===== config.mk =====
export PLATFORM = sky130hd
export DESIGN_NAME = usrc_top
export DESIGN_NICKNAME = d
export VERILOG_FILES = /design/src/logic/usrc_pkg.sv /design/src/logic/usrc_stream_if.sv /design/src/logic/usrc_top.sv /design/src/logic/usrc_clk_gate.sv /design/src/logic/usrc_rx_buf.sv
export SDC_FILE = /design/constraint.sdc
export NUM_CORES = 1
export LEC_CHECK = 0
export ABC_AREA = 1
export BUFFER_PORTS_ARGS = -buffer_cell sky130_fd_sc_hd__buf_2
export CORE_AREA = 3 3 72 74
export CTS_CLUSTER_SIZE = 30
export DETAILED_ROUTE_END_ITERATION = 6
export DIE_AREA = 0 0 75 77
export PLACE_DENSITY_LB_ADDON = 0.15
export SYNTH_ARGS = -nofsm -noshare
export SYNTH_HDL_FRONTEND = slang
export SYNTH_SLANG_ARGS = --single-unit

===== constraint.sdc =====
create_clock -name mclk -period 2.2 [get_ports mclk]
set_input_delay 0 -clock mclk [delete_from_list [all_inputs] [get_ports mclk]]
set_output_delay 0 -clock mclk [all_outputs]
set_load 0.01 [all_outputs]

===== src/logic/usrc_pkg.sv =====
package usrc_pkg;

    // Character framing used to measure receive-line idle time
    localparam int unsigned DATA_W      = 8;
    localparam int unsigned MODEM_W     = 4;
    localparam int unsigned OVERSAMPLE  = 16;
    localparam int unsigned CHAR_BITS   = 10;
    localparam int unsigned IDLE_CHARS  = 4;
    localparam int unsigned IDLE_TICKS  = OVERSAMPLE * CHAR_BITS * IDLE_CHARS;
    localparam int unsigned IDLE_CNT_W  = $clog2(IDLE_TICKS + 1);

    // Bit positions of the control bits as they sit in their host registers
    localparam int unsigned EFR_ENH_BIT      = 4;
    localparam int unsigned EFR_SPECIAL_BIT  = 5;
    localparam int unsigned IER_LSI_BIT      = 2;
    localparam int unsigned IER_SLEEP_BIT    = 4;
    localparam int unsigned MCR_RTS_BIT      = 1;
    localparam int unsigned ALT_FUNCTION_CTRL_ONE_RXLOW_BIT  = 4;
    localparam int unsigned EXTENDED_FUNCTION_CTRL_TWO_NINE_BIT   = 0;
    localparam int unsigned EXTENDED_FUNCTION_CTRL_TWO_ARTS_BIT   = 4;
    localparam int unsigned EXTENDED_FUNCTION_CTRL_TWO_INV_BIT    = 5;
    localparam int unsigned LSR_PERR_BIT     = 2;

    // Reset values of the state this block owns
    localparam logic        RTS_N_RESET  = 1'h1;
    localparam logic        RX_ON_RESET  = 1'h0;
    localparam logic [7:0]  DATA_RESET   = 8'h00;

    typedef enum logic [0:0] {
        ST_RUN,
        ST_SLEEP
    } usrc_state_t;

endpackage


===== src/logic/usrc_stream_if.sv =====
`timescale 1ns/100ps
interface usrc_stream_if #(
    parameter int unsigned W = 8
);
    logic         valid;
    logic         ready;
    logic [W-1:0] data;
    logic         perr;

    modport src (
        output valid,
        output data,
        output perr,
        input  ready
    );

    modport snk (
        input  valid,
        input  data,
        input  perr,
        output ready
    );
endinterface


===== src/logic/usrc_top.sv =====
`timescale 1ns/100ps
module usrc_top #(
    parameter int unsigned DATA_W  = usrc_pkg::DATA_W,
    parameter int unsigned MODEM_W = usrc_pkg::MODEM_W
) (
    // Clock and reset
    input  wire logic               mclk,
    input  wire logic               srst,

    // Host control bits
    input  wire logic [7:0]         enhanced_feature_reg,
    input  wire logic [7:0]         interrupt_enable_reg,
    input  wire logic [7:0]         alt_function_ctrl_one,
    input  wire logic [7:0]         extended_function_ctrl_two,
    input  wire logic [7:0]         modem_control_reg,
    input  wire logic [DATA_W-1:0]  second_stop_char_reg,
    input  wire logic               hw_flow_en,
    input  wire logic               flow_rts_n,

    // Host receiver enable write
    input  wire logic               rx_en_wr,
    input  wire logic               rx_en_wdata,

    // Power-down pin
    input  wire logic               power_down_pin,

    // Line and modem pins
    input  wire logic               rx_pin,
    input  wire logic [MODEM_W-1:0] modem_in,
    output logic                    rts_n_pin,

    // UART core status
    input  wire logic               baud_tick16,
    input  wire logic               tx_fifo_wr,
    input  wire logic               tx_fifo_empty,
    input  wire logic               tsr_empty,
    input  wire logic               tx_last_bit_done,
    input  wire logic               int_pending,
    input  wire logic               rx_fifo_empty,

    // Received character from the deserialiser
    input  wire logic               rxc_valid,
    output logic                    rxc_ready,
    input  wire logic [DATA_W-1:0]  rxc_data,
    input  wire logic               rxc_parity,
    input  wire logic               rxc_perr,

    // Character towards the receive FIFO
    output logic                    fifo_valid,
    input  wire logic               fifo_ready,
    output logic [DATA_W-1:0]       fifo_data,
    output logic                    fifo_perr,

    // Status and clock control
    output logic                    line_int_req,
    output logic                    rx_on,
    output logic                    sleeping,
    output logic                    low_power,
    output logic                    host_isolate,
    output logic                    uart_clk_en,
    output logic                    baud_clk_en
);

    function automatic logic is_address(input logic nine, input logic parity);
        return nine && parity;
    endfunction

    function automatic logic addr_hit(input logic [DATA_W-1:0] a,
                                      input logic [DATA_W-1:0] b);
        return a == b;
    endfunction

    // ---- Control bit decode
    wire enh_en      = enhanced_feature_reg[usrc_pkg::EFR_ENH_BIT];
    wire special_en  = enhanced_feature_reg[usrc_pkg::EFR_SPECIAL_BIT];
    wire sleep_en    = interrupt_enable_reg[usrc_pkg::IER_SLEEP_BIT];
    wire lsi_en      = interrupt_enable_reg[usrc_pkg::IER_LSI_BIT];
    wire rx_ignore   = alt_function_ctrl_one[usrc_pkg::ALT_FUNCTION_CTRL_ONE_RXLOW_BIT];
    wire mcr_rts     = modem_control_reg[usrc_pkg::MCR_RTS_BIT];
    wire nine_en     = extended_function_ctrl_two[usrc_pkg::EXTENDED_FUNCTION_CTRL_TWO_NINE_BIT];
    wire auto_rts    = extended_function_ctrl_two[usrc_pkg::EXTENDED_FUNCTION_CTRL_TWO_ARTS_BIT];
    wire rts_inv     = extended_function_ctrl_two[usrc_pkg::EXTENDED_FUNCTION_CTRL_TWO_INV_BIT];

    // ---- State
    usrc_pkg::usrc_state_t              state_reg;
    usrc_pkg::usrc_state_t              state_next;
    logic [usrc_pkg::IDLE_CNT_W-1:0]    idle_cnt_reg;
    logic                               rx_prev_reg;
    logic [MODEM_W-1:0]                 modem_prev_reg;
    logic                               tx_pend_reg;
    logic                               rts_n_reg;
    logic                               rx_on_reg;
    logic                               lsi_reg;
    logic                               lp_reg;

    // ---- Wake and entry terms, all on the free-running mclk
    wire start_edge  = rx_prev_reg && !rx_pin;
    wire modem_chg   = (modem_in != modem_prev_reg);
    wire wake_evt    = start_edge || tx_fifo_wr || modem_chg;
    wire sleep_allow = enh_en && sleep_en;
    wire idle_done   = (idle_cnt_reg == usrc_pkg::IDLE_CNT_W'(usrc_pkg::IDLE_TICKS));
    wire rx_quiet    = rx_ignore || (idle_done && rx_pin);
    wire core_quiet  = !modem_chg && tx_fifo_empty && tsr_empty
                     && !int_pending && rx_fifo_empty;
    wire enter_ok    = sleep_allow && rx_quiet && core_quiet && !wake_evt;

    // Idle counter runs on baud ticks and restarts whenever RX is low
    wire [usrc_pkg::IDLE_CNT_W-1:0] idle_cnt_next =
        !rx_pin   ? '0 :
        idle_done ? idle_cnt_reg :
        baud_tick16 ? idle_cnt_reg + 1'h1 : idle_cnt_reg;

    always_comb begin
        state_next = state_reg;
        unique case (state_reg)
            usrc_pkg::ST_RUN: begin
                if (enter_ok) begin
                    state_next = usrc_pkg::ST_SLEEP;
                end
            end
            usrc_pkg::ST_SLEEP: begin
                if (wake_evt || !sleep_allow) begin
                    state_next = usrc_pkg::ST_RUN;
                end
            end
        endcase
    end

    always_ff @(posedge mclk) begin
        if (srst) begin
            state_reg      <= usrc_pkg::ST_RUN;
            idle_cnt_reg   <= '0;
            rx_prev_reg    <= 1'h1;
            modem_prev_reg <= '0;
            lp_reg         <= 1'h0;
        end else begin
            state_reg      <= state_next;
            idle_cnt_reg   <= idle_cnt_next;
            rx_prev_reg    <= rx_pin;
            modem_prev_reg <= modem_in;
            lp_reg         <= power_down_pin;
        end
    end

    // Low-power pin stops both clock enables whatever the sleep state, so it is not part of the sleep machine
    assign sleeping     = (state_reg == usrc_pkg::ST_SLEEP);
    assign low_power    = lp_reg;
    assign host_isolate = lp_reg;

    usrc_clk_gate u_gate (
        .mclk        (mclk),
        .srst        (srst),
        .stop_sleep  (sleeping),
        .stop_power_down_pin (power_down_pin),
        .uart_clk_en (uart_clk_en),
        .baud_clk_en (baud_clk_en)
    );

    // ---- RTS control
    // The pending flag spans the whole burst; a write in the same cycle as the
    // final-bit pulse keeps it pending so the driver is not turned round early.
    wire tx_pend_next = tx_fifo_wr ? 1'h1 :
                        (tx_last_bit_done && tx_fifo_empty) ? 1'h0 : tx_pend_reg;

    wire auto_rts_n   = rts_inv ? tx_pend_reg : !tx_pend_reg;
    wire manual_rts_n = hw_flow_en ? flow_rts_n : !mcr_rts;
    wire rts_n_next   = auto_rts ? auto_rts_n : manual_rts_n;

    always_ff @(posedge mclk) begin
        if (srst) begin
            tx_pend_reg <= 1'h0;
            rts_n_reg   <= usrc_pkg::RTS_N_RESET;
        end else begin
            tx_pend_reg <= tx_pend_next;
            rts_n_reg   <= rts_n_next;
        end
    end

    assign rts_n_pin = rts_n_reg;

    // ---- Multidrop receive filter
    usrc_stream_if #(.W(DATA_W)) rx_s ();

    wire take      = rxc_valid && rx_s.ready;
    wire is_addr   = is_address(nine_en, rxc_parity);
    wire hit       = addr_hit(rxc_data, second_stop_char_reg);
    wire auto_mode = nine_en && special_en;
    wire norm_mode = nine_en && !special_en;

    // Store decision for each mode
    wire keep_plain = !nine_en && rx_on_reg;
    wire keep_norm  = norm_mode && (is_addr || rx_on_reg);
    wire keep_auto  = auto_mode && (is_addr ? hit : rx_on_reg);
    wire keep       = keep_plain || keep_norm || keep_auto;

    // In nine-bit mode the parity bit stands in the parity-error position
    wire perr_out   = nine_en ? rxc_parity : rxc_perr;

    wire auto_set   = take && auto_mode && is_addr && hit;
    wire auto_clr   = take && auto_mode && is_addr && !hit;
    wire host_clr   = rx_en_wr && !rx_en_wdata;
    wire host_set   = rx_en_wr && rx_en_wdata;

    // Hardware enable wins over a host disable in the same cycle
    wire rx_on_next = (auto_set || host_set) ? 1'h1 :
                      (auto_clr || host_clr) ? 1'h0 : rx_on_reg;

    wire lsi_next   = take && keep && is_addr && lsi_en;

    assign rx_s.valid = rxc_valid && keep;
    assign rx_s.data  = rxc_data;
    assign rx_s.perr  = perr_out;
    // Dropped characters are consumed only when the buffer could take them,
    // keeping one acceptance condition for every character.
    assign rxc_ready  = rx_s.ready;

    always_ff @(posedge mclk) begin
        if (srst) begin
            rx_on_reg <= usrc_pkg::RX_ON_RESET;
            lsi_reg   <= 1'h0;
        end else begin
            rx_on_reg <= rx_on_next;
            lsi_reg   <= lsi_next;
        end
    end

    assign rx_on        = rx_on_reg;
    assign line_int_req = lsi_reg;

    usrc_rx_buf #(.W(DATA_W)) u_buf (
        .mclk      (mclk),
        .srst      (srst),
        .in_s      (rx_s),
        .out_valid (fifo_valid),
        .out_ready (fifo_ready),
        .out_data  (fifo_data),
        .out_perr  (fifo_perr)
    );

endmodule


===== src/logic/usrc_clk_gate.sv =====
`timescale 1ns/100ps
module usrc_clk_gate (
    // Clock and reset
    input  wire logic mclk,
    input  wire logic srst,
    // Stop requests
    input  wire logic stop_sleep,
    input  wire logic stop_power_down_pin,
    // Enables for the gated domains
    output logic      uart_clk_en,
    output logic      baud_clk_en
);
    logic uart_en_reg;
    logic baud_en_reg;
    logic run;

    assign run = !(stop_sleep || stop_power_down_pin);

    // Enables only change on an mclk edge, so the downstream gate never glitches
    always_ff @(posedge mclk) begin
        if (srst) begin
            uart_en_reg <= 1'h1;
            baud_en_reg <= 1'h1;
        end else begin
            uart_en_reg <= run;
            baud_en_reg <= run;
        end
    end

    assign uart_clk_en = uart_en_reg;
    assign baud_clk_en = baud_en_reg;
endmodule


===== src/logic/usrc_rx_buf.sv =====
`timescale 1ns/100ps
module usrc_rx_buf #(
    parameter int unsigned W = 8
) (
    // Clock and reset
    input  wire logic         mclk,
    input  wire logic         srst,
    // Filling side
    usrc_stream_if.snk        in_s,
    // Draining side
    output logic              out_valid,
    input  wire logic         out_ready,
    output logic [W-1:0]      out_data,
    output logic              out_perr
);
    logic [W:0] mem [2];
    logic       wr_ptr_reg;
    logic       rd_ptr_reg;
    logic [1:0] cnt_reg;
    logic       push;
    logic       pop;

    assign in_s.ready = (cnt_reg != 2'h2);
    assign out_valid  = (cnt_reg != 2'h0);
    assign push       = in_s.valid && in_s.ready;
    assign pop        = out_valid && out_ready;
    assign out_data   = mem[rd_ptr_reg][W-1:0];
    assign out_perr   = mem[rd_ptr_reg][W];

    always_ff @(posedge mclk) begin
        if (push) begin
            mem[wr_ptr_reg] <= {in_s.perr, in_s.data};
        end
    end

    always_ff @(posedge mclk) begin
        if (srst) begin
            wr_ptr_reg <= 1'h0;
            rd_ptr_reg <= 1'h0;
            cnt_reg    <= 2'h0;
        end else begin
            wr_ptr_reg <= wr_ptr_reg ^ push;
            rd_ptr_reg <= rd_ptr_reg ^ pop;
            cnt_reg    <= cnt_reg + {1'h0, push} - {1'h0, pop};
        end
    end
endmodule


==> results.py, run 1 <==
metrics = {
    "status": {
        "run_status": "completed",
    },
    "logic_synthesis": {
        "synth_seq_cells": 44,
        "synth_largest_area_cell": "edfxtp_1",
        "synth_top_area_frac": 0.261,
        "yosys-top-cells-count": "77 x nand2_1, 35 x inv_1, 26 x dfxtp_1",
        "syn_area_sq_mm": 0.00207,
        "syn_inst": 254,
        "synth_cell_types": 26,
        "yosysWarnings": 0,
        "synth_edf_count": 18,
        "synth.most_common_cell": "nand2_1",
        "yosys-top-cells-area": "edfxtp_1 26%, dfxtp_1 25%, nand2_1 14%",
        "yosysSeqAreaShare": 0.512,
        "synth-main-ff-cell": "dfxtp_1",
        "avgSynthCellArea_sq_um": 8.16,
        "synthesis.nets": 337,
        "async_flop_share": 0,
    },
    "layout": {
        "fillCellCount": 421,
        "largest_reg_flops": 18,
        "nNetsFinal": 427,
        "drive_above_1_share": 0.232,
        "area_growth_pct": 33.4,
        "antenna_cells": 0,
    },
    "cts": {
        "clock_latency_ps": 290,
        "cts_tree": "done",
        "h-tree-depth": 2,
        "cts_root_buf": "clkbuf_8",
        "clock_sinks": 44,
        "numCtsBuffers": 5,
        "clk_path_buf_depth": 2,
        "clk_pin_slew_worst_paths_ps": 80,
    },
    "power_and_ir_drop": {
        "peakVddDrop_mv": 0.433,
        "power_density_mw_per_mm2": 746,
        "p_leak_nw": 1.31,
    },
    "grt": {
        "antenna_found_initial": 0,
        "grt_max_degree": 14,
        "grt_pass1_vias": 1731,
        "gr-usage-all-layers": 0.160,
        "gr-total-overflow": 0,
        "grt_pass1_wl_mm": 7.19,
    },
    "setup_path": {
        "crit_arrival_ps": 1930,
        "cp_cell_sequence": "dlygate4sd3_1 > buf_2 > inv_1 > nand2_1 > nand2_1 > nand2_1 > nor2_1 > nand2_1 > nand2_1 > nand2_1 > inv_1 > ha_1",
        "path_class": "in -> reg",
        "crit_buf_inv": 4,
        "cp_max_fo": 9,
        "cpLargestDelayFamily": "buffers and inverters",
        "cp_slowest_cell": "dlygate4sd3_1",
        "cp_slowest_stage_delay_ps": 540,
        "end_kind": "register",
        "startpoint_type": "input port",
        "crit_path_frequent_cell": "nand2_1",
        "worstPathRequired_ps": 2140,
    },
    "timing": {
        "setup_slack_ps": 216,
        "rsz0062_at_grt": "false",
        "relSlewSlack": 0.692,
        "setup_viol": 0,
        "drv_slew": 0,
        "fmax_mhz": 504,
        "fin_crit_sh": 0.902,
        "skew_ps": 7.61,
        "finalCriticalPeriod_ps": 1980,
        "whs_ps": 4.66,
        "hold_viol_final": 0,
        "tns_ps": 0,
        "tightest_slew_ps": 462,
    },
    "floorplanning": {
        "initial_core_util": 0.445,
        "die_h_um": 77,
        "core_sq_mm": 0.00466,
        "ios": 98,
        "die_x_um": 75,
        "die_area_sq_mm": 0.00578,
        "rows": 25,
    },
    "drt": {
        "dr_total_vias": 1841,
        "dr.pass1.iters": 4,
        "totalWireLength_mm": 4.33,
        "drt-initial-drc-count": 36,
        "via_per_inst": 4.61,
        "ant_nets": 0,
        "wl_per_cell_um": 10.8,
        "drcViolationCount": 0,
    },
    "flow_run": {
        "drv_cap": 0,
    },
    "placed_design": {
        "dp_hpwl_mm": 3.13,
        "gp_congestion": 0.820,
        "post-place-ws_ps": 442,
        "port_buffers": 66,
    },
    "hold_path": {
        "hold_class": "in -> reg",
    },
}
==> layout by cell type (no fill, tap or decap), types with 4 or more instances in the layout <==
cell and instances:
a21oi_1 13, buf_2 66, clkbuf_8 5, dfxtp_1 26
dlygate4sd3_1 20, edfxtp_1 18, ha_1 4, inv_1 35
nand2_1 77, nand3_1 10, nand4_1 4, nor2_1 22
nor3_1 4, o21ai_0 9, xnor2_1 9, xor2_1 7
==> repair_timing <==
action | in CTS | in global routing
gates resized for setup | 0 | 0
hold endpoints to repair | 28 | 0
hold buffers | 20 | 0
buffers inserted | 0 | 0
==> cell families (layout without fill, tap and decap cells) <==
| kind of cell | after synthesis | in the layout | share of synthesized area |
|---|---|---|---|
| and+or+nand+nor | 124 | 124 | 0.255 |
| DFF | 44 | 44 | 0.512 |
| buffers and inverters | 42 | 133 | 0.0803 |
| AOI/OAI and AO/OA | 23 | 23 | 0.0567 |
| xor gates and xnor gates | 16 | 16 | 0.0676 |
| adders and majority gates | 4 | 4 | 0.0241 |
| muxes | 1 | 1 | 0.00483 |
==> layer usage <==
| layer | global-route usage | wire (um) |
|---|---|---|
| met1 | 0.178 | 1860 |
| met4 | 0.0534 | 61 |
| met5 | 0 | 0 |
| met3 | 0.0380 | 236 |
| met2 | 0.287 | 2170 |
==> power by group <==
part / total [W] / switching, W / internal (W) / leakage, nW
clock: 0.000602 / 0.000265 / 0.000337 / 0.0552
combinational: 0.000528 / 0.000299 / 0.000229 / 0.875
sequential: 0.000934 / 0.0000234 / 0.000910 / 0.377
total: 0.00206 / 0.000587 / 0.00148 / 1.31
==> path summary, 6_finish.rpt <==
| path | cells after the start | start | slack [ps] | end |
|---|---|---|---|---|
| worst max-delay path | 12 | rxc_data[4] | 220 | u_buf.mem[0][3]$_DFFE_PP_ |
| worst min-delay path | 3 | fifo_ready | 5 | u_buf.rd_ptr_reg$_SDFF_PP0_ |
| worst max register to register | 7 | u_buf.cnt_reg[0]$_SDFF_PP0_ | 470 | u_buf.mem[0][3]$_DFFE_PP_ |
| worst min register to register | 1 | sleeping$_SDFF_PP0_ | 450 | u_gate.uart_clk_en$_SDFF_PP1_ |
==> cell type report <==
class	count	area, sq um	share of cell area
Sequential cell	44	1060	0.384
Multi-Input combinational cell	168	846	0.306
Timing Repair Buffer	88	546	0.197
Inverter	37	139	0.0502
Clock buffer	6	72.6	0.0262
Tap cell	54	67.6	0.0244
Clock inverter	2	35.0	0.0127
==> tightest hold or removal path, cell delays in order <==
cell,delay [ps]
buf_2,100
nand2_1,90
a21oi_1,70
==> per-stage QoR <==
stage / util / total power [W] / instances / area (sq um)
after floorplan: - / 0.00127 / 254 / 2070
after global placement: 0.528 / 0.00145 / 371 / 2460
after detailed placement: 0.528 / 0.00146 / 371 / 2460
after CTS: 0.594 / 0.00209 / 399 / 2770
after global routing: 0.594 / 0.00220 / 399 / 2770
final: 0.594 / 0.00206 / 399 / 2770
Power figures use the tool's default switching activity.
==> inputs of run 2 (changes only) <==
Settings changed: PLACE_DENSITY from default to 0.77, PLACE_DENSITY_LB_ADDON 0.15 to default.
==> results.py, run 2 (synthesis gave the netlist of run 1 again) <==
metrics = {
    "grt": {
        "gr-usage-all-layers": 0.165,
        "gr-total-overflow": 0,
        "grt_max_degree": 14,
        "antenna_found_initial": 0,
        "grt_pass1_wl_mm": 7.53,
        "grt_pass1_vias": 1838,
    },
    "layout": {
        "area_growth_pct": 32.6,
        "post-route-util": 0.590,
        "fillCellCount": 400,
        "drive_above_1_share": 0.230,
        "largest_reg_flops": 18,
        "final_common_cell": "nand2_1",
        "nNetsFinal": 425,
        "antenna_cells": 0,
        "mostFrequentLayoutCells": "77 x nand2_1, 66 x buf_2, 35 x inv_1",
    },
    "floorplanning": {
        "core_sq_mm": 0.00466,
        "die_area_sq_mm": 0.00578,
        "rows": 25,
        "ios": 98,
        "initial_core_util": 0.445,
        "die_h_um": 77,
        "die_x_um": 75,
    },
    "drt": {
        "ant_nets": 0,
        "wl_per_cell_um": 11.4,
        "totalWireLength_mm": 4.52,
        "drcViolationCount": 0,
        "drt-initial-drc-count": 82,
        "dr.pass1.iters": 4,
        "dr_total_vias": 1903,
        "via_per_inst": 4.79,
    },
    "timing": {
        "hold_viol_final": 0,
        "tightest_slew_ps": 431,
        "rsz0062_at_grt": "false",
        "whs_ps": 4.22,
        "setup_viol": 0,
        "fmax_mhz": 521,
        "drv_slew": 0,
        "tns_ps": 0,
        "relSlewSlack": 0.712,
        "skew_ps": 8.10,
        "finalCriticalPeriod_ps": 1920,
        "fin_crit_sh": 0.873,
    },
    "cts": {
        "cts_root_buf": "clkbuf_8",
        "numCtsBuffers": 5,
        "clock_sinks": 44,
        "clock_latency_ps": 290,
        "h-tree-depth": 2,
        "cts_tree": "done",
        "clk_pin_slew_worst_paths_ps": 70,
        "clk_path_buf_depth": 2,
        "postCtsResizedCells": 0,
    },
    "setup_path": {
        "crit_path_frequent_cell": "nand2_1",
        "worstPathRequired_ps": 2150,
        "end_kind": "register",
        "cp_slowest_cell": "dlygate4sd3_1",
        "path_class": "in -> reg",
        "cp_max_fo": 9,
        "startpoint_type": "input port",
        "cp_slowest_stage_delay_ps": 530,
        "cp_cell_sequence": "dlygate4sd3_1 > buf_2 > xnor2_1 > nand2_1 > nor2_1 > nand2_1 > nand2_1 > nand2_1 > inv_1 > ha_1",
        "crit_arrival_ps": 1870,
        "crit_buf_inv": 3,
        "cpLargestDelayFamily": "buffers and inverters",
    },
    "power_and_ir_drop": {
        "p_comb_frac": 0.245,
        "seq_power_share": 0.465,
        "clock_power_share": 0.291,
        "power_density_mw_per_mm2": 746,
        "p_switching_w": 0.000582,
        "peakVddDrop_mv": 0.397,
        "p_leak_nw": 1.30,
        "intPower_w": 0.00147,
        "p_sw_frac": 0.284,
    },
    "hold_path": {
        "hold_class": "in -> reg",
    },
    "flow_run": {
        "drv_cap": 0,
    },
    "placed_design": {
        "dp_hpwl_mm": 3.22,
        "port_buffers": 66,
        "gp_congestion": 0.846,
    },
    "status": {
        "run_status": "completed",
    },
}
-- run 2: changes by cell type in the layout (fill, tap and decap cells not counted) --
| cell | change |
|---|---|
| dlygate4sd3_1 | -1 |
| buf_4 | -1 |
-- run 2: what timing repair did --
action,in CTS,in global routing
endpoints found under the hold margin,27,0
hold buffers,19,0
buffers inserted,0,0
-- run 2: path summary, 6_finish.rpt --
kind                                     from                            end  slack (ps)  cells past startpoint
setup reg to reg  u_buf.cnt_reg[0]$_SDFF_PP0_      u_buf.mem[0][0]$_DFFE_PP_         500                      7
hold / removal                    int_pending            sleeping$_SDFF_PP0_           4                      4
hold reg to reg           sleeping$_SDFF_PP0_  u_gate.uart_clk_en$_SDFF_PP1_         460                      1
setup / recovery                  rxc_data[6]      u_buf.mem[0][0]$_DFFE_PP_         280                     10
-- run 2: cell type report --
| cell class | count | area [sq um] | share of cell area |
|---|---|---|---|
| Sequential cell | 44 | 1060 | 0.386 |
| Clock inverter | 2 | 35.0 | 0.0127 |
| Timing Repair Buffer | 86 | 528 | 0.192 |
| Tap cell | 54 | 67.6 | 0.0246 |
| Inverter | 37 | 139 | 0.0505 |
| Multi-Input combinational cell | 168 | 846 | 0.308 |
| Clock buffer | 6 | 72.6 | 0.0264 |
-- run 2: worst reg2reg max path, cell delays in order, from the launching register on --
cell and delay, ps:
dfxtp_1 330, inv_1 60, nand2_1 60, nand2_1 70, nor2_1 190, nand2_1 150
inv_1 80, ha_1 410
-- run 2: per-stage QoR --
step	worst slack (ps)	total power, W	std cells	instance area [sq um]
after global routing	59.3	0.00219	397	2750
final	280	0.00205	397	2750
after CTS	255	0.00207	397	2750
after floorplan	601	0.00127	254	2070
after detailed placement	486	0.00145	370	2450
after global placement	540	0.00143	370	2450
-- run 2: power groups by stage --
stage / Combinational (W) / Sequential (W) / Clock (W)
5_1_grt: 0.000575 / 0.000959 / 0.000655
6_report: 0.000502 / 0.000953 / 0.000596
2_1_floorplan: 0.000316 / 0.000951 / 0
4_1_cts: 0.000506 / 0.000953 / 0.000612
3_5_place_dp: 0.000478 / 0.000972 / 0
3_3_place_gp: 0.000465 / 0.000970 / 0
-- run 2: per-layer routing --
layer / GRT usage / vias up / part of all wire
met4: 0.0623 / 0 / 0.010
met3: 0.0328 / 5 / 0.052
li1: - / 979 / -
met5: 0 / - / 0
met2: 0.291 / 52 / 0.52
met1: 0.191 / 867 / 0.42
